`src/urhpc_pkg.sv`:
```
// package: register map, field positions and timing for the root hub port control block
package urhpc_pkg;
  localparam int unsigned CLK_HZ            = 20000000;
  localparam int unsigned MS_TICK_CYCLES    = CLK_HZ / 1000;
  localparam int unsigned RESET_TIME_MS     = 10;
  localparam int unsigned RESUME_PULSE_MS   = 20;
  localparam int unsigned RESYNC_TIME_MS    = 3;
  localparam int unsigned RESUME_TOTAL_MS   = RESUME_PULSE_MS + RESYNC_TIME_MS;
  // register byte addresses
  localparam logic [15:0] HUB_POWER_OFFS    = 16'hd050;
  localparam logic [15:0] PORT_STAT_OFFS    = 16'hd054;
  localparam logic [15:0] HUB_CFG_OFFS      = 16'hd0f0;
  // hub status bit positions
  localparam int unsigned HB_LOCAL_POWER    = 0;
  localparam int unsigned HB_OVERCURRENT    = 1;
  localparam int unsigned HB_POWER_ON       = 16;
  // port status bit positions
  localparam int unsigned PB_CONNECTED      = 0;
  localparam int unsigned PB_ENABLE         = 1;
  localparam int unsigned PB_SUSPEND        = 2;
  localparam int unsigned PB_OVERCURRENT    = 3;
  localparam int unsigned PB_RESET          = 4;
  localparam int unsigned PB_POWER          = 8;
  localparam int unsigned PB_SLOW           = 9;
  localparam int unsigned PB_CONN_CHG       = 16;
  localparam int unsigned PB_EN_CHG         = 17;
  localparam int unsigned PB_SUSP_CHG       = 18;
  localparam int unsigned PB_OC_CHG         = 19;
  localparam int unsigned PB_RST_CHG        = 20;
  // hub configuration bit positions
  localparam int unsigned CB_PER_PORT_SW    = 0;
  localparam int unsigned CB_NO_SWITCH      = 1;
  localparam int unsigned CB_PER_PORT_OC    = 2;
  localparam int unsigned CB_POWER_MASK     = 3;
  localparam int unsigned CB_FIXED_DEV      = 4;
  localparam logic [31:0] CFG_RESET         = 32'h0000_0000;
  localparam logic [1:0]  RESP_OKAY         = 2'b00;
  localparam logic [1:0]  RESP_SLVERR       = 2'b10;

  typedef enum logic [1:0]
  {
    URHPC_IDLE   = 2'b00,
    URHPC_RESET  = 2'b01,
    URHPC_RESUME = 2'b10
  } urhpc_seq_t;

  // events coming from the attached device and the link engine
  typedef struct packed
  {
    logic connected;
    logic slow;
    logic overcurrent;
    logic babble;
  } urhpc_link_t;
endpackage

```
`src/urhpc_top.sv`:
```
// root hub port status and control logic with an axi4-lite slave
`timescale 1ns/1ns
// ----------------------------------------------------------------
// Functional notes
// - hub overcurrent follows input, global reporting only
// - local power reads zero, one clears power
// - port writes wait for bus transaction end
// - reset done change set after 10 ms
// - per-port overcurrent change on indicator change
// - suspend change after resume, cleared by reset
// - enable change only on hardware disable
// - connect change on attach, detach, bad commands
// - fixed device: connect change after hub reset
// - speed bit reads one for low speed
// - write one to speed bit powers off
// - overcurrent clears port power, except with no switching
// - power commands gated by mode and mask
// - power off clears connect, enable, suspend, reset
// - no switching: power reads one, write sets
// - reset write starts reset, disconnected sets change
// - port overcurrent follows input, per-port only
// - write one to bit three starts resume
// - suspend write sets suspend, cleared on completion
// - hardware disable sets enable change
// - enable set at reset/resume end or write
// - bit zero reads connect, write clears enable
// - power mask selects per-port commands
// ----------------------------------------------------------------
module urhpc_top
  import urhpc_pkg::*;
(
  input  wire logic        i_sys_clk,
  input  wire logic        i_sys_rst,
  input  wire logic        i_clk_en,
  input  wire logic        i_resume_state,
  input  wire logic        i_bus_busy,
  input  wire urhpc_link_t i_link,
  input  wire logic [15:0] s_axi_awaddr,
  input  wire logic        s_axi_awvalid,
  output logic             s_axi_awready,
  input  wire logic [31:0] s_axi_wdata,
  input  wire logic [3:0]  s_axi_wstrb,
  input  wire logic        s_axi_wvalid,
  output logic             s_axi_wready,
  output logic [1:0]       s_axi_bresp,
  output logic             s_axi_bvalid,
  input  wire logic        s_axi_bready,
  input  wire logic [15:0] s_axi_araddr,
  input  wire logic        s_axi_arvalid,
  output logic             s_axi_arready,
  output logic [31:0]      s_axi_rdata,
  output logic [1:0]       s_axi_rresp,
  output logic             s_axi_rvalid,
  input  wire logic        s_axi_rready,
  output logic             o_port_reset_signal,
  output logic             o_port_resume_signal,
  output logic             o_port_power
);

  // ----------------------------------------------------------------
  // input synchronisers
  // ----------------------------------------------------------------
  urhpc_link_t link_meta;
  urhpc_link_t link_sync;
  logic        busy_meta;
  logic        busy_sync;

  // pins come from the device side and the link engine clock
  always_ff @(posedge i_sys_clk)
  begin
    if (i_sys_rst)
    begin
      link_meta <= '0;
      link_sync <= '0;
      busy_meta <= 1'b0;
      busy_sync <= 1'b0;
    end
    else if (i_clk_en)
    begin
      link_meta <= i_link;
      link_sync <= link_meta;
      busy_meta <= i_bus_busy;
      busy_sync <= busy_meta;
    end
  end

  // ----------------------------------------------------------------
  // axi4-lite slave
  // ----------------------------------------------------------------
  logic        aw_held;
  logic        w_held;
  logic [15:0] aw_addr;
  logic [31:0] w_data;
  logic [3:0]  w_strb;
  logic        wr_fire;
  logic        port_pend;
  logic [31:0] port_cmd;
  logic        port_apply;
  logic [31:0] cfg;
  logic [31:0] rd_word;
  logic [31:0] port_rd;

  function automatic logic [31:0] urhpc_lane_mask(input logic [3:0] strb);
    urhpc_lane_mask = {{8{strb[3]}}, {8{strb[2]}}, {8{strb[1]}}, {8{strb[0]}}};
  endfunction

  // a port write waits in port_pend, so hold back new writes until it lands;
  // no handshake while frozen, or an item would be taken and then lost
  assign s_axi_awready = i_clk_en && !aw_held && !s_axi_bvalid && !port_pend;
  assign s_axi_wready  = i_clk_en && !w_held && !s_axi_bvalid && !port_pend;
  assign wr_fire       = aw_held && w_held && !s_axi_bvalid;
  assign s_axi_arready = i_clk_en && !s_axi_rvalid;

  // address and data are taken in either order
  always_ff @(posedge i_sys_clk)
  begin
    if (i_sys_rst)
    begin
      aw_held <= 1'b0;
      w_held  <= 1'b0;
      aw_addr <= 16'h0000;
      w_data  <= 32'h0000_0000;
      w_strb  <= 4'h0;
    end
    else if (i_clk_en)
    begin
      if (s_axi_awvalid && s_axi_awready)
      begin
        aw_held <= 1'b1;
        aw_addr <= s_axi_awaddr;
      end
      else if (wr_fire)
        aw_held <= 1'b0;
      if (s_axi_wvalid && s_axi_wready)
      begin
        w_held <= 1'b1;
        w_data <= s_axi_wdata & urhpc_lane_mask(s_axi_wstrb);
        w_strb <= s_axi_wstrb;
      end
      else if (wr_fire)
        w_held <= 1'b0;
    end
  end

  // write response, and the configuration register
  always_ff @(posedge i_sys_clk)
  begin
    if (i_sys_rst)
    begin
      s_axi_bvalid <= 1'b0;
      s_axi_bresp  <= RESP_OKAY;
      cfg          <= CFG_RESET;
    end
    else if (i_clk_en)
    begin
      if (wr_fire)
      begin
        s_axi_bvalid <= 1'b1;
        s_axi_bresp  <= (aw_addr == HUB_POWER_OFFS || aw_addr == PORT_STAT_OFFS ||
                         aw_addr == HUB_CFG_OFFS) ? RESP_OKAY : RESP_SLVERR;
        if (aw_addr == HUB_CFG_OFFS)
          cfg <= (cfg & ~urhpc_lane_mask(w_strb)) | w_data;
      end
      else if (s_axi_bready)
        s_axi_bvalid <= 1'b0;
    end
  end

  // read channel: one cycle from address to data
  always_ff @(posedge i_sys_clk)
  begin
    if (i_sys_rst)
    begin
      s_axi_rvalid <= 1'b0;
      s_axi_rdata  <= 32'h0000_0000;
      s_axi_rresp  <= RESP_OKAY;
    end
    else if (i_clk_en)
    begin
      if (s_axi_arvalid && s_axi_arready)
      begin
        s_axi_rvalid <= 1'b1;
        s_axi_rresp  <= RESP_OKAY;
        case (s_axi_araddr)
          HUB_POWER_OFFS: s_axi_rdata <= rd_word;
          PORT_STAT_OFFS: s_axi_rdata <= port_rd;
          HUB_CFG_OFFS:   s_axi_rdata <= cfg;
          default:
          begin
            s_axi_rdata <= 32'h0000_0000;
            s_axi_rresp <= RESP_SLVERR;
          end
        endcase
      end
      else if (s_axi_rready)
        s_axi_rvalid <= 1'b0;
    end
  end

  // ----------------------------------------------------------------
  // command decode
  // ----------------------------------------------------------------
  logic per_port_sw;
  logic no_switch;
  logic per_port_oc;
  logic port_masked;
  logic fixed_dev;
  logic hub_wr;
  logic glob_on;
  logic glob_off;

  assign per_port_sw = cfg[CB_PER_PORT_SW];
  assign no_switch   = cfg[CB_NO_SWITCH];
  assign per_port_oc = cfg[CB_PER_PORT_OC];
  assign port_masked = cfg[CB_POWER_MASK];
  assign fixed_dev   = cfg[CB_FIXED_DEV];
  assign hub_wr      = wr_fire && aw_addr == HUB_POWER_OFFS;

  // global commands reach unmasked ports, mask ignored in global mode
  // mask bit steers which command set applies
  assign glob_on  = hub_wr && w_data[HB_POWER_ON] && !(per_port_sw && port_masked);
  // write one to local power acts as global power off
  assign glob_off = hub_wr && w_data[HB_LOCAL_POWER] && !(per_port_sw && port_masked);

  // port writes are parked while a transaction is on the bus
  always_ff @(posedge i_sys_clk)
  begin
    if (i_sys_rst)
    begin
      port_pend <= 1'b0;
      port_cmd  <= 32'h0000_0000;
    end
    else if (i_clk_en)
    begin
      if (wr_fire && aw_addr == PORT_STAT_OFFS)
      begin
        port_pend <= 1'b1;
        port_cmd  <= w_data;
      end
      else if (port_apply)
        port_pend <= 1'b0;
    end
  end
  assign port_apply = port_pend && !busy_sync;

  // ----------------------------------------------------------------
  // millisecond tick and interval sequencer
  // ----------------------------------------------------------------
  logic [15:0] tick_cnt;
  logic        ms_tick;
  logic [4:0]  ms_cnt;
  urhpc_seq_t  seq;
  logic        reset_done;
  logic        resume_done;

  // tick derived from the system clock
  always_ff @(posedge i_sys_clk)
  begin
    if (i_sys_rst)
      tick_cnt <= 16'h0000;
    else if (i_clk_en)
      tick_cnt <= (ms_tick || seq == URHPC_IDLE) ? 16'h0000 : tick_cnt + 16'h0001;
  end
  assign ms_tick = tick_cnt == 16'(MS_TICK_CYCLES - 1);

  // interval end is flagged when the ms count reaches its target
  // an interval cut short by power loss or detach never reports completion
  assign reset_done  = seq == URHPC_RESET && ms_tick && ms_cnt == 5'(RESET_TIME_MS - 1) &&
                       connected && !pwr_off;
  assign resume_done = seq == URHPC_RESUME && ms_tick && ms_cnt == 5'(RESUME_TOTAL_MS - 1) &&
                       connected && !pwr_off;

  // ----------------------------------------------------------------
  // port state
  // ----------------------------------------------------------------
  logic       power;
  logic       enable;
  logic       suspend;
  logic       rst_st;
  logic       conn_chg;
  logic       en_chg;
  logic       susp_chg;
  logic       oc_chg;
  logic       rst_chg;
  logic       conn_d;
  logic       oc_d;
  logic       first_cycle;
  logic       oc_now;
  logic       power_rd;
  logic       connected;
  logic       hw_disable;
  logic       cmd_reset;
  logic       cmd_enable;
  logic       cmd_suspend;
  logic       cmd_resume;
  logic       cmd_pwr_on;
  logic       cmd_pwr_off;
  logic       pwr_on;
  logic       pwr_off;

  assign connected   = power_rd && link_sync.connected;
  assign oc_now      = link_sync.overcurrent;
  assign power_rd    = no_switch || power;
  assign cmd_reset   = port_apply && port_cmd[PB_RESET];
  assign cmd_enable  = port_apply && port_cmd[PB_ENABLE];
  assign cmd_suspend = port_apply && port_cmd[PB_SUSPEND];
  // bit three write starts resume only when suspended
  assign cmd_resume  = port_apply && port_cmd[PB_OVERCURRENT] && suspend && seq == URHPC_IDLE;
  // power write sets power; honoured when masked per-port or with no switching
  assign cmd_pwr_on  = port_apply && port_cmd[PB_POWER] && (no_switch || (per_port_sw && port_masked));
  // speed bit write powers the port down
  assign cmd_pwr_off = port_apply && port_cmd[PB_SLOW] && per_port_sw && port_masked;
  assign pwr_on      = cmd_pwr_on || glob_on;
  assign pwr_off     = !no_switch && (cmd_pwr_off || glob_off || oc_now);
  // hardware disable: overcurrent, detach, power off, babble
  assign hw_disable  = enable && (oc_now || !connected || pwr_off || link_sync.babble);

  // sequencer: reset and resume intervals
  always_ff @(posedge i_sys_clk)
  begin
    if (i_sys_rst)
    begin
      seq    <= URHPC_IDLE;
      ms_cnt <= 5'h00;
    end
    else if (i_clk_en)
    begin
      case (seq)
        URHPC_IDLE:
        begin
          ms_cnt <= 5'h00;
          // reset only starts on a connected port
          if (cmd_reset && connected)
            seq <= URHPC_RESET;
          else if (cmd_resume)
            seq <= URHPC_RESUME;
        end
        URHPC_RESET, URHPC_RESUME:
        begin
          if (pwr_off || !connected || reset_done || resume_done)
            seq <= URHPC_IDLE;
          else if (ms_tick)
            ms_cnt <= ms_cnt + 5'h01;
        end
        default: seq <= URHPC_IDLE;
      endcase
    end
  end

  // status bits cleared when power is removed
  always_ff @(posedge i_sys_clk)
  begin
    if (i_sys_rst)
    begin
      power   <= 1'b0;
      enable  <= 1'b0;
      suspend <= 1'b0;
      rst_st  <= 1'b0;
    end
    else if (i_clk_en)
    begin
      if (pwr_off)
        power <= 1'b0;
      else if (pwr_on)
        power <= 1'b1;
      // enable at reset or resume end, or on write
      if (pwr_off || hw_disable || (port_apply && port_cmd[PB_CONNECTED]))
        enable <= 1'b0;
      else if (reset_done || resume_done || (cmd_enable && connected))
        enable <= 1'b1;
      // suspend set on write, cleared at completion
      if (pwr_off || !connected || reset_done || resume_done || i_resume_state)
        suspend <= 1'b0;
      else if (cmd_suspend)
        suspend <= 1'b1;
      // reset status clears with reset done change
      if (pwr_off || !connected || reset_done)
        rst_st <= 1'b0;
      else if (cmd_reset)
        rst_st <= 1'b1;
    end
  end

  // change flags: hardware set wins over software clear
  always_ff @(posedge i_sys_clk)
  begin
    if (i_sys_rst)
    begin
      conn_chg    <= 1'b0;
      en_chg      <= 1'b0;
      susp_chg    <= 1'b0;
      oc_chg      <= 1'b0;
      rst_chg     <= 1'b0;
      conn_d      <= 1'b0;
      oc_d        <= 1'b0;
      first_cycle <= 1'b1;
    end
    else if (i_clk_en)
    begin
      conn_d      <= connected;
      oc_d        <= oc_now;
      // the fixed-device report waits until software has marked the port
      if (fixed_dev)
        first_cycle <= 1'b0;
      // attach, detach and commands on a detached port
      // fixed device reports once after hub reset
      if ((fixed_dev ? first_cycle : (connected != conn_d)) ||
          (!connected && (cmd_reset || cmd_enable || cmd_suspend)))
        conn_chg <= 1'b1;
      else if (port_apply && port_cmd[PB_CONN_CHG])
        conn_chg <= 1'b0;
      // only hardware disables set the flag
      if (hw_disable)
        en_chg <= 1'b1;
      else if (port_apply && port_cmd[PB_EN_CHG])
        en_chg <= 1'b0;
      // set at resume end, cleared when reset completes
      if (resume_done)
        susp_chg <= 1'b1;
      else if (reset_done || (port_apply && port_cmd[PB_SUSP_CHG]))
        susp_chg <= 1'b0;
      if (per_port_oc && oc_now != oc_d)
        oc_chg <= 1'b1;
      else if (port_apply && port_cmd[PB_OC_CHG])
        oc_chg <= 1'b0;
      // set at end of reset interval
      if (reset_done)
        rst_chg <= 1'b1;
      else if (port_apply && port_cmd[PB_RST_CHG])
        rst_chg <= 1'b0;
    end
  end

  // ----------------------------------------------------------------
  // read words and outputs
  // ----------------------------------------------------------------
  always_comb
  begin
    port_rd = 32'h0000_0000;
    // bit zero shows the connection; fixed device always reads connected
    port_rd[PB_CONNECTED]   = connected || fixed_dev;
    port_rd[PB_ENABLE]      = enable;
    port_rd[PB_SUSPEND]     = suspend;
    // follows the input under per-port reporting
    port_rd[PB_OVERCURRENT] = per_port_oc && oc_now;
    port_rd[PB_RESET]       = rst_st;
    // reads one when switching is absent
    port_rd[PB_POWER]       = power_rd;
    // one for a low speed device
    port_rd[PB_SLOW]        = connected && link_sync.slow;
    port_rd[PB_CONN_CHG]    = conn_chg;
    port_rd[PB_EN_CHG]      = en_chg;
    port_rd[PB_SUSP_CHG]    = susp_chg;
    port_rd[PB_OC_CHG]      = oc_chg;
    port_rd[PB_RST_CHG]     = rst_chg;
    rd_word = 32'h0000_0000;
    // global indicator; local power stays zero
    rd_word[HB_OVERCURRENT] = !per_port_oc && oc_now;
  end

  assign o_port_reset_signal  = rst_st;
  assign o_port_resume_signal = seq == URHPC_RESUME;
  assign o_port_power         = power_rd;
endmodule

```
`config.mk`:
```
export PLATFORM = sky130hd
export DESIGN_NAME = urhpc_top
export DESIGN_NICKNAME = d
export VERILOG_FILES = /design/src/urhpc_pkg.sv /design/src/urhpc_top.sv
export SDC_FILE = /design/constraint.sdc
export NUM_CORES = 1
export LEC_CHECK = 0
export ABC_AREA = 1
export BUFFER_PORTS_ARGS = -buffer_cell sky130_fd_sc_hd__buf_2
export CORE_MARGIN = 1
export CORE_UTILIZATION = 40
export CTS_CLUSTER_DIAMETER = 200
export CTS_CLUSTER_SIZE = 25
export DETAILED_ROUTE_END_ITERATION = 8
export PLACE_DENSITY = 0.66
export SKIP_LAST_GASP = 1
export SLEW_MARGIN = 15
export SYNTH_ARGS = -nofsm -noshare
export SYNTH_HDL_FRONTEND = slang
export SYNTH_SLANG_ARGS = --single-unit
```
`constraint.sdc`:
```
create_clock -name i_sys_clk -period 4.2 [get_ports i_sys_clk]
set_input_delay 0 -clock i_sys_clk [delete_from_list [all_inputs] [get_ports i_sys_clk]]
set_output_delay 0 -clock i_sys_clk [all_outputs]
set_load 0.02 [all_outputs]
```
==> results of run 1 <==
==> per-stage QoR <==
| step | worst slack (ns) | instance area [um^2] | utilization [%] | power [mW] |
|---|---|---|---|---|
| after detailed placement | 1.363 | 8356 | 44.52 | 2.065 |
| after floorplan | 2.535 | 7671 | - | 1.977 |
| after global routing | 1.172 | 9957 | 53.05 | 3.767 |
| final | 1.418 | 9957 | 53.05 | 3.628 |
| after global placement | 1.452 | 8356 | 44.52 | 2.062 |
| after CTS | 1.510 | 9957 | 53.05 | 3.644 |
==> layer usage <==
| layer | part of all wire, % | vias to the layer above |
|---|---|---|
| met5 | 0 | - |
| met4 | 2.1 | 0 |
| met3 | 5.2 | 35 |
| met2 | 46 | 233 |
| met1 | 46 | 3433 |
| li1 | - | 3826 |
==> worst paths after layout <==
path	slack, ns	startpoint	to
max reg2reg	1.42	port_pend$_SDFFE_PP0P_	w_data[28]$_SDFFE_PP0P_
min	0.07	s_axi_araddr[9]	s_axi_rresp[1]$_SDFFE_PP0P_
min reg2reg	0.45	cfg[22]$_SDFFE_PP0P_	s_axi_rdata[22]$_SDFFE_PP0P_
max	1.42	port_pend$_SDFFE_PP0P_	w_data[28]$_SDFFE_PP0P_
==> sequential cells by signal, summed over array words and instances, names as in the netlist, 2 cells and up <==
signal,cells
w_data,32
tick_cnt,16
s_axi_rdata,32
port_cmd,12
link_meta,4
seq,2
link_sync,3
cfg,32
ms_cnt,5
aw_addr,16
w_strb,4
==> what timing repair did <==
item	4_1_cts	5_1_grt
hold buffers	104	0
hold endpoints to repair	60	0
resized for setup	0	0
==> synth_stat cells (all sizes together) (3+ instances only) <==
library cell and instances:
ha 7, nor4 10, o21ai 89, nand4 34, o22ai 13, a211oi 4, nand3 66, inv 97
a21oi 152, a31oi 3, xor2 8, buf 27, dfxtp 180, nand2 174, clkbuf 35, nor3 14
nor2 94
==> where the power goes <==
part | total [mW] | switching [mW] | leakage (nW) | internal (mW)
clock | 1.53 | 0.749 | 0.276 | 0.785
combinational | 0.315 | 0.182 | 1.91 | 0.133
sequential | 1.78 | 0.0271 | 1.46 | 1.75
==> worst register-to-register path, delay by kind of cell, from the launching register on <==
kind | cells | cell delay [ns]
AOI/OAI and AO/OA | 1 | 0.16
and+or+nand+nor | 4 | 0.72
DFF | 1 | 0.38
buffers and inverters | 4 | 1.43
==> final cells by class <==
| class | count | area, um^2 | share of cell area, % |
|---|---|---|---|
| tap | 234 | 292.8 | 2.940 |
| clock inverter | 14 | 135.1 | 1.357 |
| clock buffer | 17 | 425.4 | 4.272 |
| inverter | 97 | 364.1 | 3.657 |
| timing repair buffer | 234 | 1712 | 17.19 |
| multi-input combinational | 687 | 3425 | 34.39 |
| sequential | 180 | 3603 | 36.19 |
==> cells by family (layout without fill, tap and decap cells) <==
family                     Yosys count  in the layout  share of synthesized area, %
and+or+nand+nor                    398            398                         23.74
other                                1              2                       0.04891
DFF                                180            180                         47.00
xor gates and xnor gates            10             10                         1.142
AOI/OAI and AO/OA                  270            270                         18.54
adders and majority gates            7              7                         1.142
buffers and inverters              159            362                         8.388
==> impl_metrics.ini, run 1 <==
[synthesis]
synth_cells = 1025
synth_flop_cell = dfxtp_1
synth_top_cell_area_share_pct = 47.00
yosysWarnings = 0
seq_area_frac_synth_pct = 47.00
synth_seq_cells = 180
synth_edf_count = 0
async_reset_ff_share_pct = 0
synth.area.top_cells = dfxtp_1 47%, a21oi_1 9.9%, nand2_1 8.4%, o21ai_0 5.6%, nor2_1 4.5%
synthDistinctLibCells = 47
avgSynthCellArea_um2 = 7.480
syn_area_um2 = 7667
synth_top_cell_by_area = dfxtp_1

[sta]
setup-violations-final = 0
setup_tns_ns = 0
relSlewSlack_pct = 23.43
whs_ns = 0.06975
drv_slew = 0
worstMarginPinSlew_ns = 1.149
hold_viol = 0
fin_worst_skew_ns = 0.01459
grt_setup_unrepaired = false
finalCritPeriodShare_pct = 66.23
fin_crit_ns = 2.782
max_clock_freq_ghz = 0.3595

[detailed_routing]
drt_wl_total_um = 20930
drtIter0Drc = 487
viasPerCell = 5.145
wl_per_cell_um = 14.31
antenna_left = 0
drc_errors = 0
vias = 7527
dr.pass1.iters = 5

[setup_path]
crit_type = reg -> reg
crit_fanout = 38
cp.required_ns = 4.55
path_cells = nor3_1 -> inv_1 -> nor2_1 -> nand2_1 -> buf_4 -> inv_2 -> nand3_1 -> dlygate4sd3_1 -> a21oi_1
end_kind = flip-flop
slowest_stage = dlygate4sd3_1
cp-start-kind = flip-flop
critical_path.max_stage_delay_ns = 0.61
cp.arrival_ns = 3.13
worstRegToRegCells = 9
path_buf_inv = 4
cp_top_family = buffers and inverters
crit_cells = 9

[final_layout]
final_common_cell = dfxtp_1
fin_cells = 1463
nets = 1306
fillers = 1820
final_cell_mix = 180 x dfxtp_1, 171 x nand2_1, 151 x a21oi_1
drive_gt1_share_pct = 15.13
area_growth_pct = 29.86
n_antenna_cell = 0

[hold_path]
holdPathStages = 5
hp-class = in -> reg

[clocking]
clkTransAtPathRegs_ns = 0.07
cts_tree = built
postCtsSetupRepairBufs = 0
cts_buffers = 17
cts_root_buffer = clkbuf_16
htree_levels = 4
clk_latency_ns = 0.44
cts.sinks = 180
clockBufferDepth = 2

[placement]
portBuffers = 123
dpl.cell_count = 1328
hpwl_um = 13210
place_congestion = 0.8344

[die]
start_util_pct = 40.85
die_h_um = 140.5
core-area_um2 = 18770
dieWidth_um = 140.5
dieArea_um2 = 19730
std_cell_rows = 50
io_pins = 126

[pwr]
p_leak_nw = 3.651
peakVddDrop_v = 0.0002210
power_density_nw_per_um2 = 364.3

[run_status]
outcome = completed

[grt]
grtUsageMet2_pct = 35.92
grt_pass1_wl_um = 34210
use_met1_pct = 28.17
gr-max-usage-layer = met2
grtUsageTotal_pct = 21.76
grt-ovfl-total = 0
grt_pass1_vias = 7067
antenna_found_initial = 0
grt_use_met3_pct = 4.889
grt_max_degree = 108

[job]
maxCapViolations = 0
No activity file was read; power rests on OpenSTA's default activity.
==> run 2: changes to the inputs <==
--- a/config.mk
+++ b/config.mk
@@ -5,14 +5,14 @@
 export SDC_FILE = /design/constraint.sdc
 export NUM_CORES = 1
 export LEC_CHECK = 0
-export ABC_AREA = 1
+export ABC_AREA = 0
 export BUFFER_PORTS_ARGS = -buffer_cell sky130_fd_sc_hd__buf_2
 export CORE_MARGIN = 1
 export CORE_UTILIZATION = 40
 export CTS_CLUSTER_DIAMETER = 200
 export CTS_CLUSTER_SIZE = 25
 export DETAILED_ROUTE_END_ITERATION = 8
-export PLACE_DENSITY = 0.66
+export PLACE_DENSITY = 0.69
 export SKIP_LAST_GASP = 1
 export SLEW_MARGIN = 15
 export SYNTH_ARGS = -nofsm -noshare
==> constraint.sdc (replaced) <==
create_clock -name i_sys_clk -period 2.41 [get_ports i_sys_clk]
set_input_delay 0 -clock i_sys_clk [delete_from_list [all_inputs] [get_ports i_sys_clk]]
set_output_delay 0 -clock i_sys_clk [all_outputs]
set_load 0.02 [all_outputs]
==> run 2 against run 1 <==
Net effect:
- clock skew down 0.0070 ns
- largest cell class unchanged
- register-to-register slack worse by 1.3 ns
- synthesized cell count fell by 20%
==> impl_metrics.ini, run 2 <==
[die]
core-area_um2 = 17300
dieArea_um2 = 18250
std_cell_rows = 48
die_h_um = 135.1
io_pins = 126
dieWidth_um = 135.1
start_util_pct = 40.96

[pwr]
swShare_pct = 25.68
power_density_nw_per_um2 = 648.1
seq_power_share_pct = 49.3
p_leak_nw = 3.627
p_switching_mw = 1.600
combPwrFrac_pct = 8.1
power.internal_mw = 4.630
p_clk_share_pct = 42.6
peakVddDrop_v = 0.0006000

[setup_path]
rrSetupSlack_ns = 0.08
cp.arrival_ns = 2.67
crit_fanout = 8
cp.required_ns = 2.74
crit_type = reg -> reg
path_cells = nand2_1 -> or3_1 -> or2_1 -> nor3_2 -> a21oi_1 -> a22o_1
end_kind = flip-flop
critical_path.max_stage_delay_ns = 0.42
cp-start-kind = flip-flop
slowest_stage = nor3_2

[clocking]
cts_tree = built
cts.sinks = 180
clkTransAtPathRegs_ns = 0.07
clk_latency_ns = 0.44
cts_buffers = 17
htree_levels = 4
cts_root_buffer = clkbuf_16
clockBufferDepth = 2

[synthesis]
avgSynthCellArea_um2 = 8.597
synth_cells = 824
seq_area_frac_synth_pct = 50.87
synth_top_cell_by_area = dfxtp_1
netlist_top_cells_count = 180 x dfxtp_1, 140 x nand2_1, 102 x a21oi_1, 90 x nand3_1, 58 x nor2_1
synth_flop_cell = dfxtp_1
yosysWarnings = 0
synth_seq_cells = 180
yosysMostFrequentCell = dfxtp_1
synth_edf_count = 0
synth.area.top_cells = dfxtp_1 51%, nand2_1 7.4%, a21oi_1 7.2%, nand3_1 6.4%, a22o_1 4.0%
synth_top_cell_area_share_pct = 50.87
async_reset_ff_share_pct = 0
syn_area_um2 = 7084
synthDistinctLibCells = 59

[detailed_routing]
drt_wl_total_um = 19060
drc_errors = 0
wl_per_cell_um = 14.93
viasPerCell = 5.267
drtIter0Drc = 397
dr.pass1.iters = 4
antenna_left = 0
vias = 6726

[final_layout]
n_antenna_cell = 0
largestRegisters = cfg (32), s_axi_rdata (32), w_data (32)
multiInputGateArea_um2 = 3278
nets = 1128
fin_cells = 1277
final_util_pct = 55.57
fillers = 1578
drive_gt1_share_pct = 17.97
final_cell_mix = 180 x dfxtp_1, 140 x nand2_1, 122 x buf_2
final-seq-area_um2 = 3603
final_common_cell = dfxtp_1
area_growth_pct = 35.68

[grt]
grt_pass1_wl_um = 30860
grt_pass1_vias = 6346
antenna_found_initial = 0
grt-ovfl-total = 0
grtUsageTotal_pct = 21.46
grt_max_degree = 71

[sta]
worstMarginPinSlew_ns = 0.7759
finalCritPeriodShare_pct = 96.89
relSlewSlack_pct = 48.27
fin_worst_skew_ns = 0.007621
fin_crit_ns = 2.335
setup_tns_ns = 0
hold_viol = 0
setup-violations-final = 0
grt_setup_unrepaired = false
max_clock_freq_ghz = 0.4283
drv_slew = 0

[job]
maxCapViolations = 0

[run_status]
outcome = completed

[placement]
portBuffers = 123
hpwl_um = 12110
place_congestion = 0.8187
dpl.cell_count = 1138

[hold_path]
hp-class = in -> reg
==> run 2: cell types whose count changed after synthesis, moves of 7 or more <==
cell and delta:
o21ai_0 -80, nand4_1 -29, a221oi_1 +8, buf_2 -8, nand3_1 +27, o22ai_1 -13, inv_1 -84, nand2_1 -31
nor2_1 -33, a22o_1 +32, nor3_1 +10, mux2i_1 +13, clkbuf_1 +7, a21oi_1 -49
==> run 2: final timing paths <==
check / start / to / depth (start not counted)
max: w_held$_SDFFE_PP0P_ / cfg[16]$_SDFFE_PP0P_ / 6
min: s_axi_awvalid / aw_addr[7]$_SDFFE_PP0P_ / 3
max reg2reg: w_held$_SDFFE_PP0P_ / cfg[16]$_SDFFE_PP0P_ / 6
min reg2reg: s_axi_rdata[14]$_SDFFE_PP0P_ / s_axi_rdata[14]$_SDFFE_PP0P_ / 2
==> run 2: final cells by class <==
| class | instances | share of cell area (%) |
|---|---|---|
| sequential | 180 | 37.49 |
| multi-input combinational | 584 | 34.11 |
| timing repair buffer | 249 | 19.34 |
| clock buffer | 17 | 4.426 |
| tap | 225 | 2.929 |
| clock inverter | 15 | 1.432 |
| inverter | 7 | 0.2734 |
==> run 2: kinds of logic (layout without fill, tap and decap cells) <==
family                     after synthesis  in the layout  share of synthesized area (%)
buffers and inverters                   61            288                          3.426
and+or+nand+nor                        364            364                          24.34
other                                    1              2                        0.05293
AOI/OAI and AO/OA                      181            181                          16.14
DFF                                    180            180                          50.87
muxes                                   13             13                          1.837
xor gates and xnor gates                17             17                          2.102
adders and majority gates                7              7                          1.236
==> run 2: per-stage QoR <==
stage / power, mW / setup slack, ns / area (um^2) / hold slack (ns)
floorplan: 3.364 / 0.2734 / 7088 / 0.1472
global placement: 3.518 / 0.1591 / 7953 / 0.2414
detailed placement: 3.524 / 0.09149 / 7953 / 0.2464
CTS: 6.263 / 0.01876 / 9567 / 0.009873
global route: 6.449 / 0.006028 / 9612 / 0.06101
finish: 6.230 / 0.07506 / 9612 / 0.02942
==> run 2: worst max-delay path, delay by kind of cell, from the launching register on <==
family / cells / cell delay, ns
AO/OA/AOI/OAI: 2 / 0.64
flip-flops: 1 / 0.36
AND/OR/NAND/NOR: 4 / 1.23
==> run 2: repair_timing <==
| item | 4_1_cts | 5_1_grt |
|---|---|---|
| gates resized for setup | 0 | 6 |
| setup endpoints to repair | 0 | 34 |
| endpoints found under the hold margin | 60 | 0 |
| hold buffers | 105 | 0 |
| setup buffers | 0 | 2 |
==> run 2: power by group through the flow <==
stage	logic, mW	registers (mW)	clock network (mW)
final	0.504	3.07	2.66
after global routing	0.552	3.08	2.82
after CTS	0.494	3.07	2.70
after detailed placement	0.385	3.14	0
after global placement	0.382	3.14	0
after floorplan	0.217	3.15	0
==> run 2: routing by layer <==
layer / wire length, um / global-route usage (%) / part of all wire [%]
met5: 0 / 0 / 0
met4: 445 / 8.677 / 2.3
met3: 1043 / 4.805 / 5.5
met2: 8937 / 34.22 / 47
met1: 8634 / 28.01 / 45
==> run 3: changes to the inputs <==
--- a/config.mk
+++ b/config.mk
@@ -8,11 +8,11 @@
 export ABC_AREA = 0
 export BUFFER_PORTS_ARGS = -buffer_cell sky130_fd_sc_hd__buf_2
 export CORE_MARGIN = 1
-export CORE_UTILIZATION = 40
+export CORE_UTILIZATION = 48
 export CTS_CLUSTER_DIAMETER = 200
 export CTS_CLUSTER_SIZE = 25
 export DETAILED_ROUTE_END_ITERATION = 8
-export PLACE_DENSITY = 0.69
+export PLACE_DENSITY = 0.79
 export SKIP_LAST_GASP = 1
 export SLEW_MARGIN = 15
 export SYNTH_ARGS = -nofsm -noshare
==> run 3 against run 2 <==
Net effect:
- clock skew increased by 0.00084 ns
- final area decreased by 0.51%
- die area decreased by 16%
- fmax decreased by 2.1%
- via count increased by 4.5%
- clock-buffer cell count unchanged
- register-to-register slack got worse by 0.05 ns
- flip-flop and latch count unchanged
- final cell count decreased by 3.5%
- setup slack got worse by 0.051 ns
- clock power increased by 4%
- combinational power increased by 3%
==> impl_metrics.ini, run 3 (same netlist as run 2, synthesis figures left out) <==
[sta]
relSlewSlack_pct = 40.87
fin_worst_skew_ns = 0.008462
hold_viol = 0
drv_slew = 0
worstMarginPinSlew_ns = 0.8869
grt_setup_unrepaired = true
fin_crit_ns = 2.386
finalCritPeriodShare_pct = 98.99
max_clock_freq_ghz = 0.4192
setup-violations-final = 0

[run_status]
outcome = completed

[clocking]
clkTransAtPathRegs_ns = 0.07
postCtsSetupRepairBufs = 0
cts.sinks = 180
cts_tree = built
clk_latency_ns = 0.44
cts_root_buffer = clkbuf_16
htree_levels = 4
cts_buffers = 17
clockBufferDepth = 2

[die]
std_cell_rows = 44
core-area_um2 = 14480
dieWidth_um = 123.5
io_pins = 126
dieArea_um2 = 15250
die_h_um = 123.5
start_util_pct = 48.93

[placement]
place_congestion = 0.8032
portBuffers = 123
dpl.cell_count = 1095
hpwl_um = 11730

[detailed_routing]
drt_wl_total_um = 20680
viasPerCell = 5.705
antenna_left = 0
drc_errors = 0
vias = 7029
dr.pass1.iters = 7
wl_per_cell_um = 16.79
drtIter0Drc = 666

[hold_path]
hp-class = in -> reg

[final_layout]
final_util_pct = 66.05
nets = 1124
area_growth_pct = 34.99
multiInputGateArea_um2 = 3292
drive_gt1_share_pct = 18.13
fillers = 1072
final-seq-area_um2 = 3605
final_cell_mix = 179 x dfxtp_1, 140 x nand2_1, 122 x buf_2
fin_cells = 1232
final_common_cell = dfxtp_1
n_antenna_cell = 0
largestRegisters = cfg (32), s_axi_rdata (32), w_data (32)

[setup_path]
cp.required_ns = 2.75
cp.arrival_ns = 2.73
crit_type = reg -> reg
crit_fanout = 4
cp-start-kind = flip-flop
end_kind = flip-flop
rrSetupSlack_ns = 0.02

[grt]
grtUsageTotal_pct = 27.49
antenna_found_initial = 0
grt_max_degree = 85
grt_pass1_vias = 6571
grt_pass1_wl_um = 32210
grt-ovfl-total = 0

[pwr]
p_leak_nw = 3.640
peakVddDrop_v = 0.0005938
power_density_nw_per_um2 = 663.9

[job]
maxCapViolations = 0
[run 3: worst paths after layout]
| kind | end | depth (start not counted) | start |
|---|---|---|---|
| worst max-delay path | seq[0]$_SDFFE_PP0P_ | 7 | tick_cnt[1]$_SDFFE_PP0P_ |
| worst min-delay path | aw_addr[6]$_SDFFE_PP0P_ | 3 | s_axi_awvalid |
| worst max register to register | seq[0]$_SDFFE_PP0P_ | 7 | tick_cnt[1]$_SDFFE_PP0P_ |
| worst min register to register | s_axi_rdata[30]$_SDFFE_PP0P_ | 2 | s_axi_rdata[30]$_SDFFE_PP0P_ |
[run 3: through the flow]
step           area [um^2]  TNS (ns)  setup WS, ns  total power [mW]  hold slack (ns)
6_report              9563         0       0.02434             6.349         0.009415
5_1_grt               9563  -0.08068      -0.05629             6.548          0.04596
4_1_cts               9525         0       0.02185             6.329         0.005071
3_5_place_dp          7886         0       0.09913             3.526           0.2433
3_3_place_gp          7886         0        0.1749             3.518           0.2350
2_1_floorplan         7088         0        0.2734             3.364           0.1472
[run 3: final cells by class]
| type | count | share of cell area (%) |
|---|---|---|
| Sequential cell | 180 | 37.69 |
| Tap cell | 184 | 2.407 |
| Timing Repair Buffer | 245 | 19.05 |
| Clock buffer | 17 | 4.449 |
| Clock inverter | 15 | 1.701 |
| Multi-Input combinational cell | 584 | 34.42 |
| Inverter | 7 | 0.2748 |
[run 3: critical path, stage by stage (launching register included)]
cell and delay (ns):
dfxtp_1 0.37, ha_2 0.22, nand4_1 0.10, or4_4 0.54
o311ai_2 0.36, nor3_2 0.11, or4_1 0.50, o31ai_1 0.09
[run 3: layer usage]
| metal | part of all wire [%] | routed length (um) | vias up | GRT usage [%] |
|---|---|---|---|---|
| met1 | 42 | 8646 | 3339 | 35.10 |
| li1 | - | - | 3326 | - |
| met2 | 49 | 10190 | 319 | 45.88 |
| met4 | 2.4 | 503 | 0 | 11.07 |
| met5 | 0 | 0 | - | 0 |
| met3 | 6.5 | 1343 | 45 | 4.797 |
[run 3: repair_timing]
| action | CTS | global route |
|---|---|---|
| endpoints found under the hold margin | 60 | 0 |
| resized for setup | 0 | 9 |
| hold buffers | 105 | 0 |
| setup endpoints to repair | 0 | 67 |
[run 3: power breakdown]
part	leakage, nW	internal [mW]	switching [mW]
logic	1.89	0.232	0.286
clock network	0.288	1.47	1.29
registers	1.46	3.03	0.0411
